### config.mk
export PLATFORM = sky130hd
export DESIGN_NAME = ais_sequencer
export DESIGN_NICKNAME = d
export VERILOG_FILES = /design/src/rtl/ais_pkg.sv /design/src/rtl/ais_sequencer.sv
export SDC_FILE = /design/constraint.sdc
export NUM_CORES = 1
export LEC_CHECK = 0
export BUFFER_PORTS_ARGS = -buffer_cell sky130_fd_sc_hd__buf_4
export CAP_MARGIN = 10
export CORE_UTILIZATION = 30
export CTS_CLUSTER_DIAMETER = 40
export CTS_CLUSTER_SIZE = 8
export DETAILED_ROUTE_END_ITERATION = 6
export PLACE_DENSITY_LB_ADDON = 0.12
export SYNTH_ARGS = -nofsm -noshare
export SYNTH_HDL_FRONTEND = slang
export SYNTH_SLANG_ARGS = --single-unit
### constraint.sdc
create_clock -name i_clk -period 5.22 [get_ports i_clk]
set_clock_uncertainty 0.1 [all_clocks]
set_input_delay 0.261 -clock i_clk [delete_from_list [all_inputs] [get_ports i_clk]]
set_output_delay 0.261 -clock i_clk [all_outputs]
set_load 0.03 [all_outputs]
### src/rtl/ais_pkg.sv
// constants, field positions and types of the adc input sequencer
package ais_pkg;

    // ==================================================================
    // register byte offsets on the apb bus
    localparam logic [7:0] OFS_CTRL1    = 8'h00;
    localparam logic [7:0] OFS_CTRL2    = 8'h04;
    localparam logic [7:0] OFS_CHSEL0   = 8'h08;
    localparam logic [7:0] OFS_CHSEL123 = 8'h0C;
    localparam logic [7:0] OFS_SCAN     = 8'h10;
    localparam logic [7:0] OFS_STATUS   = 8'h14;
    localparam logic [1:0] BUF_PAGE     = 2'h1;   // paddr[7:6] of result words

    // ==================================================================
    // first control register fields
    localparam int C1_START  = 0;    // software start of conversion, self clearing
    localparam int C1_SAMP   = 1;    // software sample arm
    localparam int C1_AUTO_SAMPLE_ENABLE   = 2;    // auto_sample_enable
    localparam int C1_SIMULTANEOUS_SAMPLE_SELECT = 3;    // simultaneous_sample_select
    localparam int C1_SRC_LO = 5;    // trigger_source_select, 3 bits
    localparam int C1_RES12  = 10;   // resolution_select
    localparam int C1_DMA    = 12;   // dma transfer mode
    localparam int C1_ON     = 15;   // converter on

    // ==================================================================
    // second control register fields
    localparam int C2_ALT     = 0;   // alt_input_enable
    localparam int C2_SEQUENCES_PER_INTERRUPT_LO = 2;   // sequences_per_interrupt, 4 bits
    localparam int C2_CHANNEL_COUNT_SELECT_LO = 8;   // channel_count_select, 2 bits
    localparam int C2_SCAN    = 10;  // scan_enable

    // ==================================================================
    // input select register fields
    localparam int CS0_POSA_LO   = 0;
    localparam int CS0_NEGA      = 7;
    localparam int CS0_POSB_LO   = 16;
    localparam int CS0_NEGB      = 23;
    localparam int CS123_POSA    = 0;
    localparam int CS123_NEGA_LO = 1;
    localparam int CS123_POSB    = 8;
    localparam int CS123_NEGB_LO = 9;

    // ==================================================================
    // trigger source codes
    localparam logic [2:0] TRG_SW    = 3'h0;
    localparam logic [2:0] TRG_PIN   = 3'h1;
    localparam logic [2:0] TRG_TIMER = 3'h2;
    localparam logic [2:0] TRG_PWM   = 3'h3;
    localparam logic [2:0] TRG_AUTO  = 3'h7;

    // ==================================================================
    // reset values and limits
    localparam logic [31:0] RST_REG     = 32'h0000_0000;
    localparam logic [31:0] NODMA_MASK  = 32'h0000_1FFF;   // inputs 0..12
    localparam logic [4:0]  NODMA_TOP   = 5'h0C;
    localparam logic [4:0]  SCAN_WRAP   = 5'h1F;

    // sequencer states
    typedef enum logic [2:0] {
        ST_IDLE  = 3'b001,
        ST_START = 3'b010,
        ST_WAIT  = 3'b100
    } ais_state_t;

endpackage

### src/rtl/ais_sequencer.sv
// input sequencing control of a sar adc with apb register access
//
// Local design decisions: the register addresses and the APB register port.
`timescale 1ns/1ps

module ais_sequencer #(
    parameter int RES_W     = 12,
    parameter int BUF_DEPTH = 16
) (
    input  wire logic                i_clk,
    input  wire logic                i_rst,
    input  wire logic                i_ce,
    input  wire logic                i_psel,
    input  wire logic                i_penable,
    input  wire logic                i_pwrite,
    input  wire logic [7:0]          i_paddr,
    input  wire logic [31:0]         i_pwdata,
    output logic      [31:0]         o_prdata,
    output logic                     o_pready,
    output logic                     o_pslverr,
    input  wire logic                i_trig_pin,
    input  wire logic                i_timer_trig,
    input  wire logic                i_pwm_trig,
    output logic                     o_conv_start,
    output logic      [1:0]          o_conv_chan,
    input  wire logic                i_conv_done,
    input  wire logic [RES_W-1:0]    i_conv_result,
    output logic      [3:0]          o_sample_en,
    output logic      [4:0]          o_ch0_pos,
    output logic                     o_ch0_neg,
    output logic                     o_ch123_pos,
    output logic      [1:0]          o_ch123_neg,
    output logic                     o_irq
);
    import ais_pkg::*;

    localparam int PTR_W = $clog2(BUF_DEPTH);

    // ==================================================================
    // elaboration checks
    if (BUF_DEPTH < 2 || BUF_DEPTH > 16 || (1 << PTR_W) != BUF_DEPTH) begin : g_bad_depth
        $error("BUF_DEPTH must be a power of two from 2 to 16");
    end
    if (RES_W < 1 || RES_W > 32) begin : g_bad_res
        $error("RES_W must be 1 to 32");
    end

    // ==================================================================
    // functions
    // active channel count from field and resolution
    function automatic logic [2:0] chan_count(input logic [1:0] channel_count_select, input logic res12);
        logic [2:0] n;
        n = 3'h4;
        if (res12 || channel_count_select == 2'h0) begin
            n = 3'h1;
        end else if (channel_count_select == 2'h1) begin
            n = 3'h2;
        end
        return n;
    endfunction

    // lowest enabled input above cur, wrapping; zero when none
    function automatic logic [4:0] next_scan(input logic [31:0] m, input logic [4:0] cur);
        logic [4:0] idx;
        logic [4:0] res;
        res = 5'h00;
        for (int i = 32; i >= 1; i--) begin
            idx = cur + 5'(i);
            if (m[idx]) begin
                res = idx;
            end
        end
        return res;
    endfunction

    // ==================================================================
    // state
    logic [31:0]      ctrl1_q;
    logic [31:0]      ctrl2_q;
    logic [31:0]      chsel0_q;
    logic [31:0]      chsel123_q;
    logic [31:0]      scan_mask_q;
    logic             sw_trig_q;
    logic             sw_samp_q;
    logic             pin_s1_q;
    logic             pin_s2_q;
    logic             pin_s3_q;
    ais_state_t       st_q;
    logic [1:0]       cur_ch_q;
    logic             set_b_q;
    logic [4:0]       scan_idx_q;
    logic             sampling_q;
    logic [3:0]       cnt_q;
    logic [PTR_W-1:0] buf_ptr_q;
    logic [RES_W-1:0] result_mem [BUF_DEPTH];

    // ==================================================================
    // decoded configuration
    logic             on;
    logic             sim;
    logic             alt;
    logic             scan;
    logic             dma;
    logic [3:0]       sequences_per_interrupt;
    logic [2:0]       nchan;
    logic [31:0]      eff_mask;
    logic [4:0]       scan_first;
    logic             last_ch;
    logic             trig;
    logic             go;
    logic             conv_ok;
    logic             sweep_end;
    logic             seq_inc;
    logic             irq_evt;
    logic             restart;
    logic [4:0]       ch0_pos_d;
    logic             ch0_neg_d;
    logic             ch123_pos_d;
    logic [1:0]       ch123_neg_d;
    logic [3:0]       sample_en_d;

    assign on         = ctrl1_q[C1_ON];
    assign sim        = ctrl1_q[C1_SIMULTANEOUS_SAMPLE_SELECT];
    assign dma        = ctrl1_q[C1_DMA];
    assign alt        = ctrl2_q[C2_ALT];
    assign scan       = ctrl2_q[C2_SCAN];
    assign sequences_per_interrupt       = ctrl2_q[C2_SEQUENCES_PER_INTERRUPT_LO +: 4];
    assign nchan      = chan_count(ctrl2_q[C2_CHANNEL_COUNT_SELECT_LO +: 2], ctrl1_q[C1_RES12]);
    assign eff_mask   = dma ? scan_mask_q : (scan_mask_q & NODMA_MASK);
    assign scan_first = next_scan(eff_mask, SCAN_WRAP);
    assign last_ch    = ({1'b0, cur_ch_q} == nchan - 3'h1);

    // trigger source selection
    always_comb begin
        trig = 1'b0;
        unique case (ctrl1_q[C1_SRC_LO +: 3])
            TRG_SW:    trig = sw_trig_q;
            TRG_PIN:   trig = pin_s2_q & ~pin_s3_q;
            TRG_TIMER: trig = i_timer_trig;
            TRG_PWM:   trig = i_pwm_trig;
            TRG_AUTO:  trig = 1'b1;
            default:   trig = 1'b0;
        endcase
    end

    // sweep and sequence events
    assign go        = on & sampling_q & trig & (st_q == ST_IDLE);
    assign conv_ok   = (st_q == ST_WAIT) & i_conv_done;
    assign sweep_end = conv_ok & last_ch;
    assign seq_inc   = sim ? sweep_end : conv_ok;
    // only the programmed count restarts the sequence; the per-conversion
    // dma interrupt must not cut a sweep short or stop the set A/B swap
    assign restart   = seq_inc & (cnt_q == sequences_per_interrupt);
    assign irq_evt   = (dma & alt & conv_ok) | restart;

    // multiplexer selections for the current sweep
    always_comb begin
        if (set_b_q) begin
            ch0_pos_d   = chsel0_q[CS0_POSB_LO +: 5];
            ch0_neg_d   = chsel0_q[CS0_NEGB];
            ch123_pos_d = chsel123_q[CS123_POSB];
            ch123_neg_d = chsel123_q[CS123_NEGB_LO +: 2];
        end else begin
            ch0_pos_d   = scan ? scan_idx_q
                               : chsel0_q[CS0_POSA_LO +: 5];
            ch0_neg_d   = chsel0_q[CS0_NEGA];
            ch123_pos_d = chsel123_q[CS123_POSA];
            ch123_neg_d = chsel123_q[CS123_NEGA_LO +: 2];
        end
    end

    // sample capacitor connection per channel
    always_comb begin
        for (int k = 0; k < 4; k++) begin
            if (3'(k) >= nchan) begin
                sample_en_d[k] = 1'b0;
            end else if (st_q == ST_IDLE) begin
                sample_en_d[k] = sampling_q & on;
            end else if (sim) begin
                sample_en_d[k] = 1'b0;
            end else begin
                sample_en_d[k] = (2'(k) != cur_ch_q);
            end
        end
    end

    // ==================================================================
    // pin trigger synchroniser and edge detect
    always_ff @(posedge i_clk) begin
        if (i_rst) begin
            pin_s1_q <= 1'b0;
            pin_s2_q <= 1'b0;
            pin_s3_q <= 1'b0;
        end else if (i_ce) begin
            pin_s1_q <= i_trig_pin;
            pin_s2_q <= pin_s1_q;
            pin_s3_q <= pin_s2_q;
        end
    end

    // ==================================================================
    // apb slave: one wait state, commit on the pready edge
    logic        access;
    logic        fire;
    logic        mapped;
    logic [31:0] rdata_d;

    assign access = i_psel & i_penable;
    assign fire   = access & o_pready;

    // read decode
    always_comb begin
        mapped  = 1'b1;
        rdata_d = RST_REG;
        if (i_paddr[7:6] == BUF_PAGE) begin
            if ({1'b0, i_paddr[5:2]} < 5'(BUF_DEPTH)) begin
                rdata_d = 32'(result_mem[i_paddr[2 +: PTR_W]]);
            end else begin
                mapped = 1'b0;
            end
        end else begin
            unique case (i_paddr)
                OFS_CTRL1:    rdata_d = ctrl1_q | (32'(sampling_q) << C1_SAMP);
                OFS_CTRL2:    rdata_d = ctrl2_q;
                OFS_CHSEL0:   rdata_d = chsel0_q;
                OFS_CHSEL123: rdata_d = chsel123_q;
                OFS_SCAN:     rdata_d = scan_mask_q;
                OFS_STATUS:   rdata_d = {16'h0000, sampling_q, (st_q != ST_IDLE), cnt_q,
                                         4'(buf_ptr_q), set_b_q, scan_idx_q};
                default:      mapped = 1'b0;
            endcase
        end
    end

    // bus answer registers
    always_ff @(posedge i_clk) begin
        if (i_rst) begin
            o_pready  <= 1'b0;
            o_pslverr <= 1'b0;
            o_prdata  <= RST_REG;
        end else if (i_ce) begin
            o_pready  <= access & ~o_pready;
            o_pslverr <= access & ~o_pready & ~mapped;
            if (access & ~o_pready & ~i_pwrite) begin
                o_prdata <= rdata_d;
            end
        end
    end

    // register writes; start bit is a pulse and reads back as 0, sample-arm bit reads back as state
    always_ff @(posedge i_clk) begin
        if (i_rst) begin
            ctrl1_q     <= RST_REG;
            ctrl2_q     <= RST_REG;
            chsel0_q    <= RST_REG;
            chsel123_q  <= RST_REG;
            scan_mask_q <= RST_REG;
            sw_trig_q   <= 1'b0;
            sw_samp_q   <= 1'b0;
        end else if (i_ce) begin
            sw_trig_q <= 1'b0;
            sw_samp_q <= 1'b0;
            if (fire & i_pwrite & ~o_pslverr) begin
                unique case (i_paddr)
                    OFS_CTRL1: begin
                        ctrl1_q   <= i_pwdata & ~((32'h1 << C1_START) | (32'h1 << C1_SAMP));
                        sw_trig_q <= i_pwdata[C1_START];
                        sw_samp_q <= i_pwdata[C1_SAMP];
                    end
                    OFS_CTRL2:    ctrl2_q     <= i_pwdata;
                    OFS_CHSEL0:   chsel0_q    <= i_pwdata;
                    OFS_CHSEL123: chsel123_q  <= i_pwdata;
                    OFS_SCAN:     scan_mask_q <= i_pwdata;
                    default:      ;
                endcase
            end
        end
    end

    // ==================================================================
    // sweep sequencer: channels, set A/B, scan pointer
    always_ff @(posedge i_clk) begin
        if (i_rst) begin
            st_q         <= ST_IDLE;
            cur_ch_q     <= 2'h0;
            set_b_q      <= 1'b0;
            scan_idx_q   <= 5'h00;
            sampling_q   <= 1'b0;
            o_conv_start <= 1'b0;
        end else if (i_ce) begin
            o_conv_start <= 1'b0;
            if (!on) begin
                st_q       <= ST_IDLE;
                cur_ch_q   <= 2'h0;
                set_b_q    <= 1'b0;
                scan_idx_q <= scan_first;
            end else begin
                unique case (st_q)
                    ST_IDLE: begin
                        if (go) begin
                            cur_ch_q <= 2'h0;
                            st_q     <= ST_START;
                        end
                    end
                    ST_START: begin
                        o_conv_start <= 1'b1;
                        st_q         <= ST_WAIT;
                    end
                    ST_WAIT: begin
                        if (restart) begin
                            st_q       <= ST_IDLE;
                            cur_ch_q   <= 2'h0;
                            set_b_q    <= 1'b0;
                            scan_idx_q <= scan_first;
                            sampling_q <= ctrl1_q[C1_AUTO_SAMPLE_ENABLE];
                        end else if (sweep_end) begin
                            st_q       <= ST_IDLE;
                            cur_ch_q   <= 2'h0;
                            set_b_q    <= alt & ~set_b_q;
                            sampling_q <= ctrl1_q[C1_AUTO_SAMPLE_ENABLE];
                            if (scan && !set_b_q) begin
                                scan_idx_q <= next_scan(eff_mask, scan_idx_q);
                            end
                        end else if (conv_ok) begin
                            cur_ch_q <= cur_ch_q + 2'h1;
                            st_q     <= ST_START;
                        end
                    end
                    default: st_q <= ST_IDLE;
                endcase
            end
            // software arm wins over the end-of-sweep clear
            if (sw_samp_q) begin
                sampling_q <= 1'b1;
            end
        end
    end

    // ==================================================================
    // sequence counter, result buffer pointer, conversion interrupt
    always_ff @(posedge i_clk) begin
        if (i_rst) begin
            cnt_q     <= 4'h0;
            buf_ptr_q <= '0;
            o_irq     <= 1'b0;
        end else if (i_ce) begin
            o_irq <= on & irq_evt;
            if (!on) begin
                cnt_q     <= 4'h0;
                buf_ptr_q <= '0;
            end else if (conv_ok) begin
                cnt_q     <= restart ? 4'h0 : cnt_q + 4'(seq_inc);
                buf_ptr_q <= (restart | dma) ? '0 : buf_ptr_q + 1'b1;
            end
        end
    end

    // result storage in conversion order; with dma the pointer returns to word 0 after every result
    always_ff @(posedge i_clk) begin
        if (i_ce && conv_ok) begin
            result_mem[buf_ptr_q] <= i_conv_result;
        end
    end

    // registered multiplexer and capacitor controls
    always_ff @(posedge i_clk) begin
        if (i_rst) begin
            o_sample_en <= 4'h0;
            o_ch0_pos   <= 5'h00;
            o_ch0_neg   <= 1'b0;
            o_ch123_pos <= 1'b0;
            o_ch123_neg <= 2'h0;
            o_conv_chan <= 2'h0;
        end else if (i_ce) begin
            o_sample_en <= sample_en_d;
            o_ch0_pos   <= ch0_pos_d;
            o_ch0_neg   <= ch0_neg_d;
            o_ch123_pos <= ch123_pos_d;
            o_ch123_neg <= ch123_neg_d;
            o_conv_chan <= cur_ch_q;
        end
    end
endmodule

==> results.md, run 1 <==
* Die Area at 78700 um^2
* Via count at 20375
* Unrepaired setup endpoints after global routing: false
* Antenna viol nets, final at 0
* Most numerous cell in the Yosys netlist: nand2_1
* Crit path launch: scan_idx_q[0]$_SDFFE_PP0P_
* Dominant cell type by area after synthesis: edfxtp_1
* Largest net degree at the start of global routing at 90
* Total track usage at 0.233
* IR drop worst, VDD at 0.253 mV
* Max-cap violations at 0
* Leakage at 0.00988 uW
* Routed WL per cell at 25.3 um
* Worst reg2reg path depth at 13
* Initial Util at 0.305
* Fillers at 7631
* Syn avg cell area at 9.78 um^2
* Total negative slack at 0 ns
* Post-CTS resize count at 0
* CTS hold repair buffers at 47
* Remaining DRCs at 0
* Iter 0 DRT Violations at 1968
* Synth warnings at 0
* Worst path slowest cell: ha_1
* Crit path kind: flop to flop
* Synth top area cells: edfxtp_1, dfxtp_1, mux4_2
* Initial antenna violation count at 0
* Top_reg_cell synth: dfxtp_1
* Worst skew pair latency at 0.63 ns
* Core Box Area at 76300 um^2
* Slew Limit Fails at 0
* Final net count at 2638
* Post-synthesis sequential area ratio at 0.449
* Final count of negative-setup-slack endpoints at 0
* Post-synth EDFFs at 192
* R2R setup slack at 0.54 ns
* Post-Syn Area at 23300 um^2
* Yosys cell types at 105
* DR pass1 iterations at 5
* Async S/R FF share, synth at 0
* Register clock-pin slew on the reported worst setup and hold paths at 0.05 ns
* Post-synth top cells: nand2_1, a21oi_1, dfxtp_1
* Relative slew slack at 0.289
* Hpwl dp at 63400 um
* Overall routed net length at 92000 um
* Hold Path Origin: i_ce
* Row count at 101
* Gate Count Post-Synth at 2380
* CP required at 5.65 ns
* Hold depth at 3
* Cell mode on critical path: mux4_2
* # IOs at 113
* Arrival time worst endpoint at 5.11 ns
* Critical path, cell by cell: inv_1 -> ha_1 -> mux4_2 -> and2_1 -> a21oi_2 -> mux4_2 -> o21ai_4 -> or3_1 -> nor4_2 -> and3_1 -> nor3_1 -> o41ai_2 -> mux2i_1
* Mapped Nets at 2465
* Critical path fanouts, max at 14
* Die Width at 281 um
* Total grt overflow at 0
* First-pass GRT wire length at 135000 um
* Share of cells above drive strength 1 at 0.205
* Gpl congestion at 0.955
* N_diodes at 0
* Run status: finished, final reports clean
* Crit start category: flop
* Crit path capture type: flop
* Num CTS Buffers at 83
* Pwr dens at 320 nW/um^2
* Postcts setup bufs at 0
* Min-delay worst type: input pin to flop
* CTS Root Cell: clkbuf_16
* RR Startpoint: scan_idx_q[0]$_SDFFE_PP0P_
* Port bufs at 112
* Slew @ Worst Pin at 1.06 ns
* Vias in the first global route at 19711
* Clock sinks at 426
* Register bit count reported by yosys at 426
* Largest stage delay on the critical path at 0.71 ns
* Achievable Freq at 214 MHz
* CTS tree: built
* Post-layout min period at 4.68 ns
* Area delta synth->final at 23.8%
* Final Hold Fails at 0
* Post-synth top area share at 0.248
* Tot Pwr at 9220 uW
* Chip height at 281 um
* H-tree depth at 3
* Via-to-Cell Ratio at 5.59
* Fin crit share at 0.897
* CTS max path bufs at 3
-- power breakdown --
part | internal [uW] | switching, uW
Sequential | 3500 | 7.50
Clock | 3480 | 1820
Combinational | 160 | 245
Total | 7140 | 2080
-- metal layers --
layer	share of wire	vias up	track usage
li1	-	9212	-
met1	0.44	10244	0.321
met2	0.47	780	0.376
met3	0.059	139	0.0324
met4	0.027	0	0.0741
met5	0	-	0
-- cell usage in the layout, fill, tap and decap left out, types with 15 or more instances in the layout --
cell,synthesis,routed
and2_1,20,20
a22oi_1,40,40
xnor2_1,21,21
mux4_2,108,108
nand2_1,457,454
nand3_1,39,39
dlygate4sd3_1,0,47
inv_1,29,29
o22ai_1,17,17
buf_4,1,214
and3_1,18,16
nor2_1,168,168
clkbuf_1,136,15
a21oi_1,263,263
nand2b_1,21,21
nor3_1,32,26
mux2_2,24,24
a211oi_1,24,24
clkbuf_16,0,84
nor2b_1,19,18
o21ai_0,67,67
ha_1,23,23
mux2i_1,74,74
edfxtp_1,192,192
dfxtp_1,234,232
nand4_1,17,17
o211ai_1,18,18
-- cell families after synthesis --
logic type / count (synthesis) / share of synthesized area
simple gates: 858 / 0.164
compound gates: 616 / 0.171
flops: 426 / 0.449
mux: 215 / 0.153
buf+inv: 207 / 0.0359
xor+xnor: 35 / 0.0145
fa+ha+maj: 23 / 0.0124
-- final timing paths --
check / end
worst max-delay path: scan_idx_q[1]$_SDFFE_PP0P_
worst min-delay path: o_ch123_neg[0]$_SDFFE_PP0P_
worst max register to register: scan_idx_q[1]$_SDFFE_PP0P_
worst min register to register: chsel123_q[20]$_SDFFE_PP0P_
-- sequential cells by signal, indices dropped and copies added, names as in the netlist, 2 cells and up --
register / count
chsel0_q: 32
cur_ch_q: 2
o_ch0_pos: 5
result_mem: 192
ctrl2_q: 32
o_prdata: 32
o_sample_en: 4
o_ch123_neg: 2
chsel123_q: 32
scan_idx_q: 5
ctrl1_q: 30
o_conv_chan: 2
st_q: 3
scan_mask_q: 32
cnt_q: 4
buf_ptr_q: 4
-- critical path, delay by kind of cell, from the launching register on --
family          cells  cell delay [ns]
flops               1             0.37
simple gates        5             1.10
mux                 3             1.36
compound gates      3             0.88
fa+ha+maj           1             0.71
buf+inv             1             0.07
-- stage by stage --
| stage | instances | instance area [um^2] | hold WS [ns] | util | setup WS (ns) |
|---|---|---|---|---|---|
| after global routing | 3642 | 28800 | 0.0453 | 0.378 | 0.295 |
| after CTS | 3642 | 28800 | 0.00192 | 0.378 | 0.563 |
| after global placement | 3450 | 25600 | 0.338 | 0.335 | 0.636 |
| after floorplan | 2380 | 23300 | 0.260 | - | 0.930 |
| final | 3642 | 28800 | 0.0298 | 0.378 | 0.538 |
| after detailed placement | 3451 | 25600 | 0.347 | 0.335 | 0.594 |
-- layout make-up --
| type | count | area (um^2) | area share |
|---|---|---|---|
| multi-input combinational | 1747 | 12100 | 0.418 |
| clock buffer | 108 | 2280 | 0.0791 |
| inverter | 32 | 120 | 0.00417 |
| sequential | 426 | 10500 | 0.362 |
| clock inverter | 36 | 518 | 0.0180 |
| timing repair buffer | 263 | 2110 | 0.0732 |
| tap | 1030 | 1290 | 0.0447 |
Power figures use the tool's default switching activity.
==> inputs of run 2 (changes only) <==
--- a/config.mk
+++ b/config.mk
@@ -11,7 +11,6 @@
 export CTS_CLUSTER_DIAMETER = 40
 export CTS_CLUSTER_SIZE = 8
 export DETAILED_ROUTE_END_ITERATION = 6
-export PLACE_DENSITY_LB_ADDON = 0.12
 export SYNTH_ARGS = -nofsm -noshare
 export SYNTH_HDL_FRONTEND = slang
 export SYNTH_SLANG_ARGS = --single-unit
==> results.md, run 2 (synthesis gave the netlist of run 1 again) <==
* Min-delay worst type: input pin to flop
* Run status: finished, final reports clean
* DR pass1 iterations at 6
* WHS at 0.101 ns
* Via count at 20221
* Die Area at 78700 um^2
* First-pass GRT wire length at 128000 um
* Unrepaired setup endpoints after global routing: false
* CTS hold repair buffers at 47
* Combinational share of power at 0.050
* Max-cap violations at 0
* Place WS at 0.784 ns
* Crit path capture type: flop
* Num CTS Buffers at 71
* Remaining DRCs at 0
* CTS Root Cell: clkbuf_16
* Final Hold Fails at 0
* Most frequent cells in the layout: nand2_1, a21oi_1, dfxtp_1
* Vias in the first global route at 19502
* PnR worst setup slack at 0.657 ns
* Total track usage at 0.215
* CTS tree: built
* Post-CTS resize count at 0
* Overall routed net length at 85900 um
* Postcts setup bufs at 0
* FF+latch area at 10500 um^2
* Footprint of the multi-input gates at 12100 um^2
* # IOs at 113
* CP required at 5.64 ns
* Register clock-pin slew on the reported worst setup and hold paths at 0.05 ns
* Initial Util at 0.305
* Critical path, cell by cell: buf_4 -> buf_4 -> mux2i_1 -> o211ai_1 -> a21oi_2 -> mux4_2 -> o21ai_4 -> nor4_1 -> a2bb2o_1 -> a32oi_1 -> o21ai_2 -> or4_1 -> o21ai_1
* Port bufs at 112
* Area delta synth->final at 20.5%
* Worst path slowest cell: mux4_2
* Largest net degree at the start of global routing at 220
* Final cell count without fillers at 3599
* Most common cell after layout, fill and taps aside: nand2_1
* Switching power at 1880 uW
* Total grt overflow at 0
* Die Width at 281 um
* Antenna viol nets, final at 0
* Via-to-Cell Ratio at 5.62
* Cell mode on critical path: buf_4
* Int Pwr at 6200 uW
* Critical path fanouts, max at 33
* Fillers at 7658
* Post-layout min period at 4.56 ns
* # placed instances at 3443
* Gpl congestion at 1.01
* Relative slew slack at 0.159
* Most flops, register: result_mem
* Worst skew pair latency at 0.60 ns
* Largest stage delay on the critical path at 0.64 ns
* Leakage at 0.00951 uW
* Clock sinks at 426
* Iter 0 DRT Violations at 2230
* Pwr dens at 288 nW/um^2
* Hpwl dp at 60100 um
* Total negative slack at 0 ns
* H-tree depth at 3
* IR drop worst, VDD at 0.322 mV
* Slew @ Worst Pin at 1.26 ns
* Final net count at 2618
* CTS max path bufs at 3
* Clock group share of total power at 0.516
* Row count at 101
* Final count of negative-setup-slack endpoints at 0
* Achievable Freq at 219 MHz
* Sequential share of power at 0.434
* Slew Limit Fails at 0
* Chip height at 281 um
* Core Util, Final at 0.368
* Switch share at 0.232
* Fin crit share at 0.874
* Crit start category: flop
* Core Box Area at 76300 um^2
* Share of cells above drive strength 1 at 0.194
* Arrival time worst endpoint at 4.98 ns
* Crit path kind: flop to flop
* Initial antenna violation count at 5
* Routed WL per cell at 23.9 um
* Largest register FFs at 192
[run 2: changes by cell type in the layout (fill, tap and decap cells not counted), moves of 8 or more]
| cell | delta |
|---|---|
| clkinv_2 | -8 |
| nor2_2 | +12 |
| nor2_1 | -12 |
| clkbuf_8 | -8 |
| bufinv_16 | -8 |
| buf_4 | -8 |
| clkbuf_16 | -12 |
[run 2: power by group through the flow]
stage	clock network (uW)	logic, uW	registers [uW]
6_report	4170	402	3500
5_1_grt	4370	422	3500
2_1_floorplan	0	191	3580
3_3_place_gp	0	370	3570
3_5_place_dp	0	368	3570
4_1_cts	4220	401	3500
[run 2: layout make-up]
class                           count  area share
Multi-Input combinational cell   1747       0.430
Sequential cell                   426       0.372
Timing Repair Buffer              255      0.0731
Clock buffer                       85      0.0663
Tap cell                         1030      0.0459
Clock inverter                     21     0.00798
Inverter                           32     0.00428
Antenna cell                        3    0.000268
[run 2: critical path, delay by kind of cell, from the launching register on]
family | cells | cell delay [ns]
AND/OR/NAND/NOR | 2 | 0.63
buffers and inverters | 2 | 0.86
multiplexers | 2 | 0.85
AO/OA/AOI/OAI | 7 | 1.70
flip-flops | 1 | 0.33
[run 2: stage by stage]
step	area, um^2	total power [uW]
after global placement	25500	3940
after floorplan	23300	3770
final	28100	8070
after CTS	28100	8120
after global routing	28100	8290
after detailed placement	25500	3940
[run 2: layer usage]
| layer | routed length, um | track usage | up-vias |
|---|---|---|---|
| met5 | 34 | 0 | - |
| met4 | 2750 | 0.0786 | 4 |
| met3 | 6950 | 0.0359 | 159 |
| met2 | 39900 | 0.345 | 914 |
| met1 | 36200 | 0.291 | 10011 |
| li1 | - | - | 9133 |
[run 2: final timing paths]
path | cells after the start | slack [ns] | to | startpoint
setup / recovery | 13 | 0.66 | scan_idx_q[2]$_SDFFE_PP0P_ | scan_idx_q[0]$_SDFFE_PP0P_
hold / removal | 5 | 0.10 | o_prdata[11]$_SDFFE_PP0P_ | i_paddr[7]
setup reg to reg | 13 | 0.66 | scan_idx_q[2]$_SDFFE_PP0P_ | scan_idx_q[0]$_SDFFE_PP0P_
hold reg to reg | 2 | 0.35 | ctrl1_q[11]$_SDFFE_PP0P_ | ctrl1_q[11]$_SDFFE_PP0P_
==> inputs of run 3 (changes only) <==
--- a/config.mk
+++ b/config.mk
@@ -11,6 +11,7 @@
 export CTS_CLUSTER_DIAMETER = 40
 export CTS_CLUSTER_SIZE = 8
 export DETAILED_ROUTE_END_ITERATION = 6
+export PLACE_DENSITY_LB_ADDON = 0.1
 export SYNTH_ARGS = -nofsm -noshare
 export SYNTH_HDL_FRONTEND = slang
 export SYNTH_SLANG_ARGS = --single-unit
==> constraint.sdc (replaced) <==
create_clock -name i_clk -period 5.25 [get_ports i_clk]
set_clock_uncertainty 0.1 [all_clocks]
set_input_delay 0.2625 -clock i_clk [delete_from_list [all_inputs] [get_ports i_clk]]
set_output_delay 0.2625 -clock i_clk [all_outputs]
set_load 0.03 [all_outputs]
==> results.md, run 3 (synthesis gave the netlist of run 1 again) <==
* Run status: finished, final reports clean
* # placed instances at 3443
* DR top layer: met4
* Most common cell after layout, fill and taps aside: nand2_1
* Achievable Freq at 210 MHz
* IR drop worst, VDD at 0.271 mV
* Num CTS Buffers at 81
* Final net count at 2626
* Met2 wire length at 43900 um
* H-tree depth at 3
* Total grt overflow at 0
* Hpwl dp at 64500 um
* Crit start category: flop
* Initial antenna violation count at 1
* Slew @ Worst Pin at 1.07 ns
* Slew Limit Fails at 0
* Clock sinks at 426
* Worst skew pair latency at 0.64 ns
* PnR worst setup slack at 0.477 ns
* Via count at 20236
* Place WS at 0.607 ns
* Iter 0 DRT Violations at 1939
* Unrepaired setup endpoints after global routing: false
* Port bufs at 112
* Share of cells above drive strength 1 at 0.202
* Most flops, register: result_mem
* Gpl congestion at 1.02
* Antenna viol nets, final at 0
* Chip height at 281 um
* WL met1 at 42200 um
* WHS at 0.0299 ns
* Total track usage at 0.236
* Routed WL per cell at 25.9 um
* Critical path fanouts, max at 57
* Die Width at 281 um
* Arrival time worst endpoint at 5.21 ns
* Fin crit share at 0.909
* DR pass1 iterations at 5
* Pwr dens at 315 nW/um^2
* Crit path kind: flop to flop
* Crit path capture type: flop
* Register clock-pin slew on the reported worst setup and hold paths at 0.04 ns
* First-pass GRT wire length at 137000 um
* Largest register FFs at 192
* Vias in the first global route at 19803
* Leakage at 0.00979 uW
* Via-to-Cell Ratio at 5.58
* Core Box Area at 76300 um^2
* Relative slew slack at 0.288
* CTS max path bufs at 3
* Overall routed net length at 93700 um
* Remaining DRCs at 0
* CTS tree: built
* CP required at 5.68 ns
* Row count at 101
* Final cell count without fillers at 3625
* Final Hold Fails at 0
* Post-CTS resize count at 0
* Placed instance area at 25500 um^2
* # IOs at 113
* Min-delay worst type: input pin to flop
* Largest net degree at the start of global routing at 115
* N_diodes at 0
* Most frequent cells in the layout: nand2_1, a21oi_1, dfxtp_1
* CTS Root Cell: clkbuf_16
* Initial Util at 0.305
* Total negative slack at 0 ns
* Die Area at 78700 um^2
* Area delta synth->final at 23.2%
* Final count of negative-setup-slack endpoints at 0
* Final instance area at 28700 um^2
* Post-layout min period at 4.77 ns
* Max-cap violations at 0
* Met3 wire length at 5120 um
-- run 3: cell count changes in the layout (fill, tap and decap cells not counted), moves of 8 or more --
cell	previous run	this run
bufinv_16	0	8
nor2_2	12	3
clkbuf_16	72	83
clkinv_2	3	11
nor2_1	156	165
-- run 3: repair_timing --
| item | in CTS | in global routing |
|---|---|---|
| hold endpoints to repair | 353 | 0 |
| hold buffers | 45 | 0 |
| buffers inserted | 0 | 0 |
-- run 3: worst max-delay path, cell delays in order, from the launching register on --
cell	delay [ns]
dfxtp_2	0.35
buf_12	0.32
ha_1	0.44
xnor2_2	0.26
buf_4	0.33
mux2i_1	0.66
mux4_2	0.54
o21ai_4	0.16
or3_1	0.44
nor4_2	0.21
and3_1	0.20
nor3_1	0.07
o41ai_2	0.34
mux2i_1	0.21
-- run 3: where the power goes --
part           internal (uW)  switching [uW]
logic                    158             241
registers               3480            7.28
clock network           3350            1790
-- run 3: per-stage QoR --
| stage | total power [uW] | utilization |
|---|---|---|
| 2_1_floorplan | 3750 | - |
| 5_1_grt | 9310 | 0.376 |
| 3_3_place_gp | 3920 | 0.334 |
| 3_5_place_dp | 3920 | 0.334 |
| 4_1_cts | 9140 | 0.376 |
| 6_report | 9030 | 0.376 |
-- run 3: final timing paths --
path | endpoint | slack [ns] | start | depth (start not counted)
worst max register to register | scan_idx_q[1]$_SDFFE_PP0P_ | 0.48 | scan_idx_q[0]$_SDFFE_PP0P_ | 13
worst min register to register | ctrl2_q[24]$_SDFFE_PP0P_ | 0.35 | ctrl2_q[24]$_SDFFE_PP0P_ | 2
worst max-delay path | scan_idx_q[1]$_SDFFE_PP0P_ | 0.48 | scan_idx_q[0]$_SDFFE_PP0P_ | 13
worst min-delay path | o_sample_en[2]$_SDFFE_PP0P_ | 0.03 | i_ce | 3
-- run 3: final cells by class --
cell class / count / area (um^2)
Tap cell: 1030 / 1290
Sequential cell: 426 / 10500
Multi-Input combinational cell: 1747 / 12100
Clock inverter: 34 / 523
Fill cell: 7671 / 47600
Clock buffer: 103 / 2190
Timing Repair Buffer: 253 / 2030
Inverter: 32 / 120
-- run 3: metal layers --
metal | up-vias | GRT usage
met5 | - | 0
met4 | 0 | 0.0759
met2 | 755 | 0.383
li1 | 9171 | -
met1 | 10175 | 0.320
met3 | 135 | 0.0371
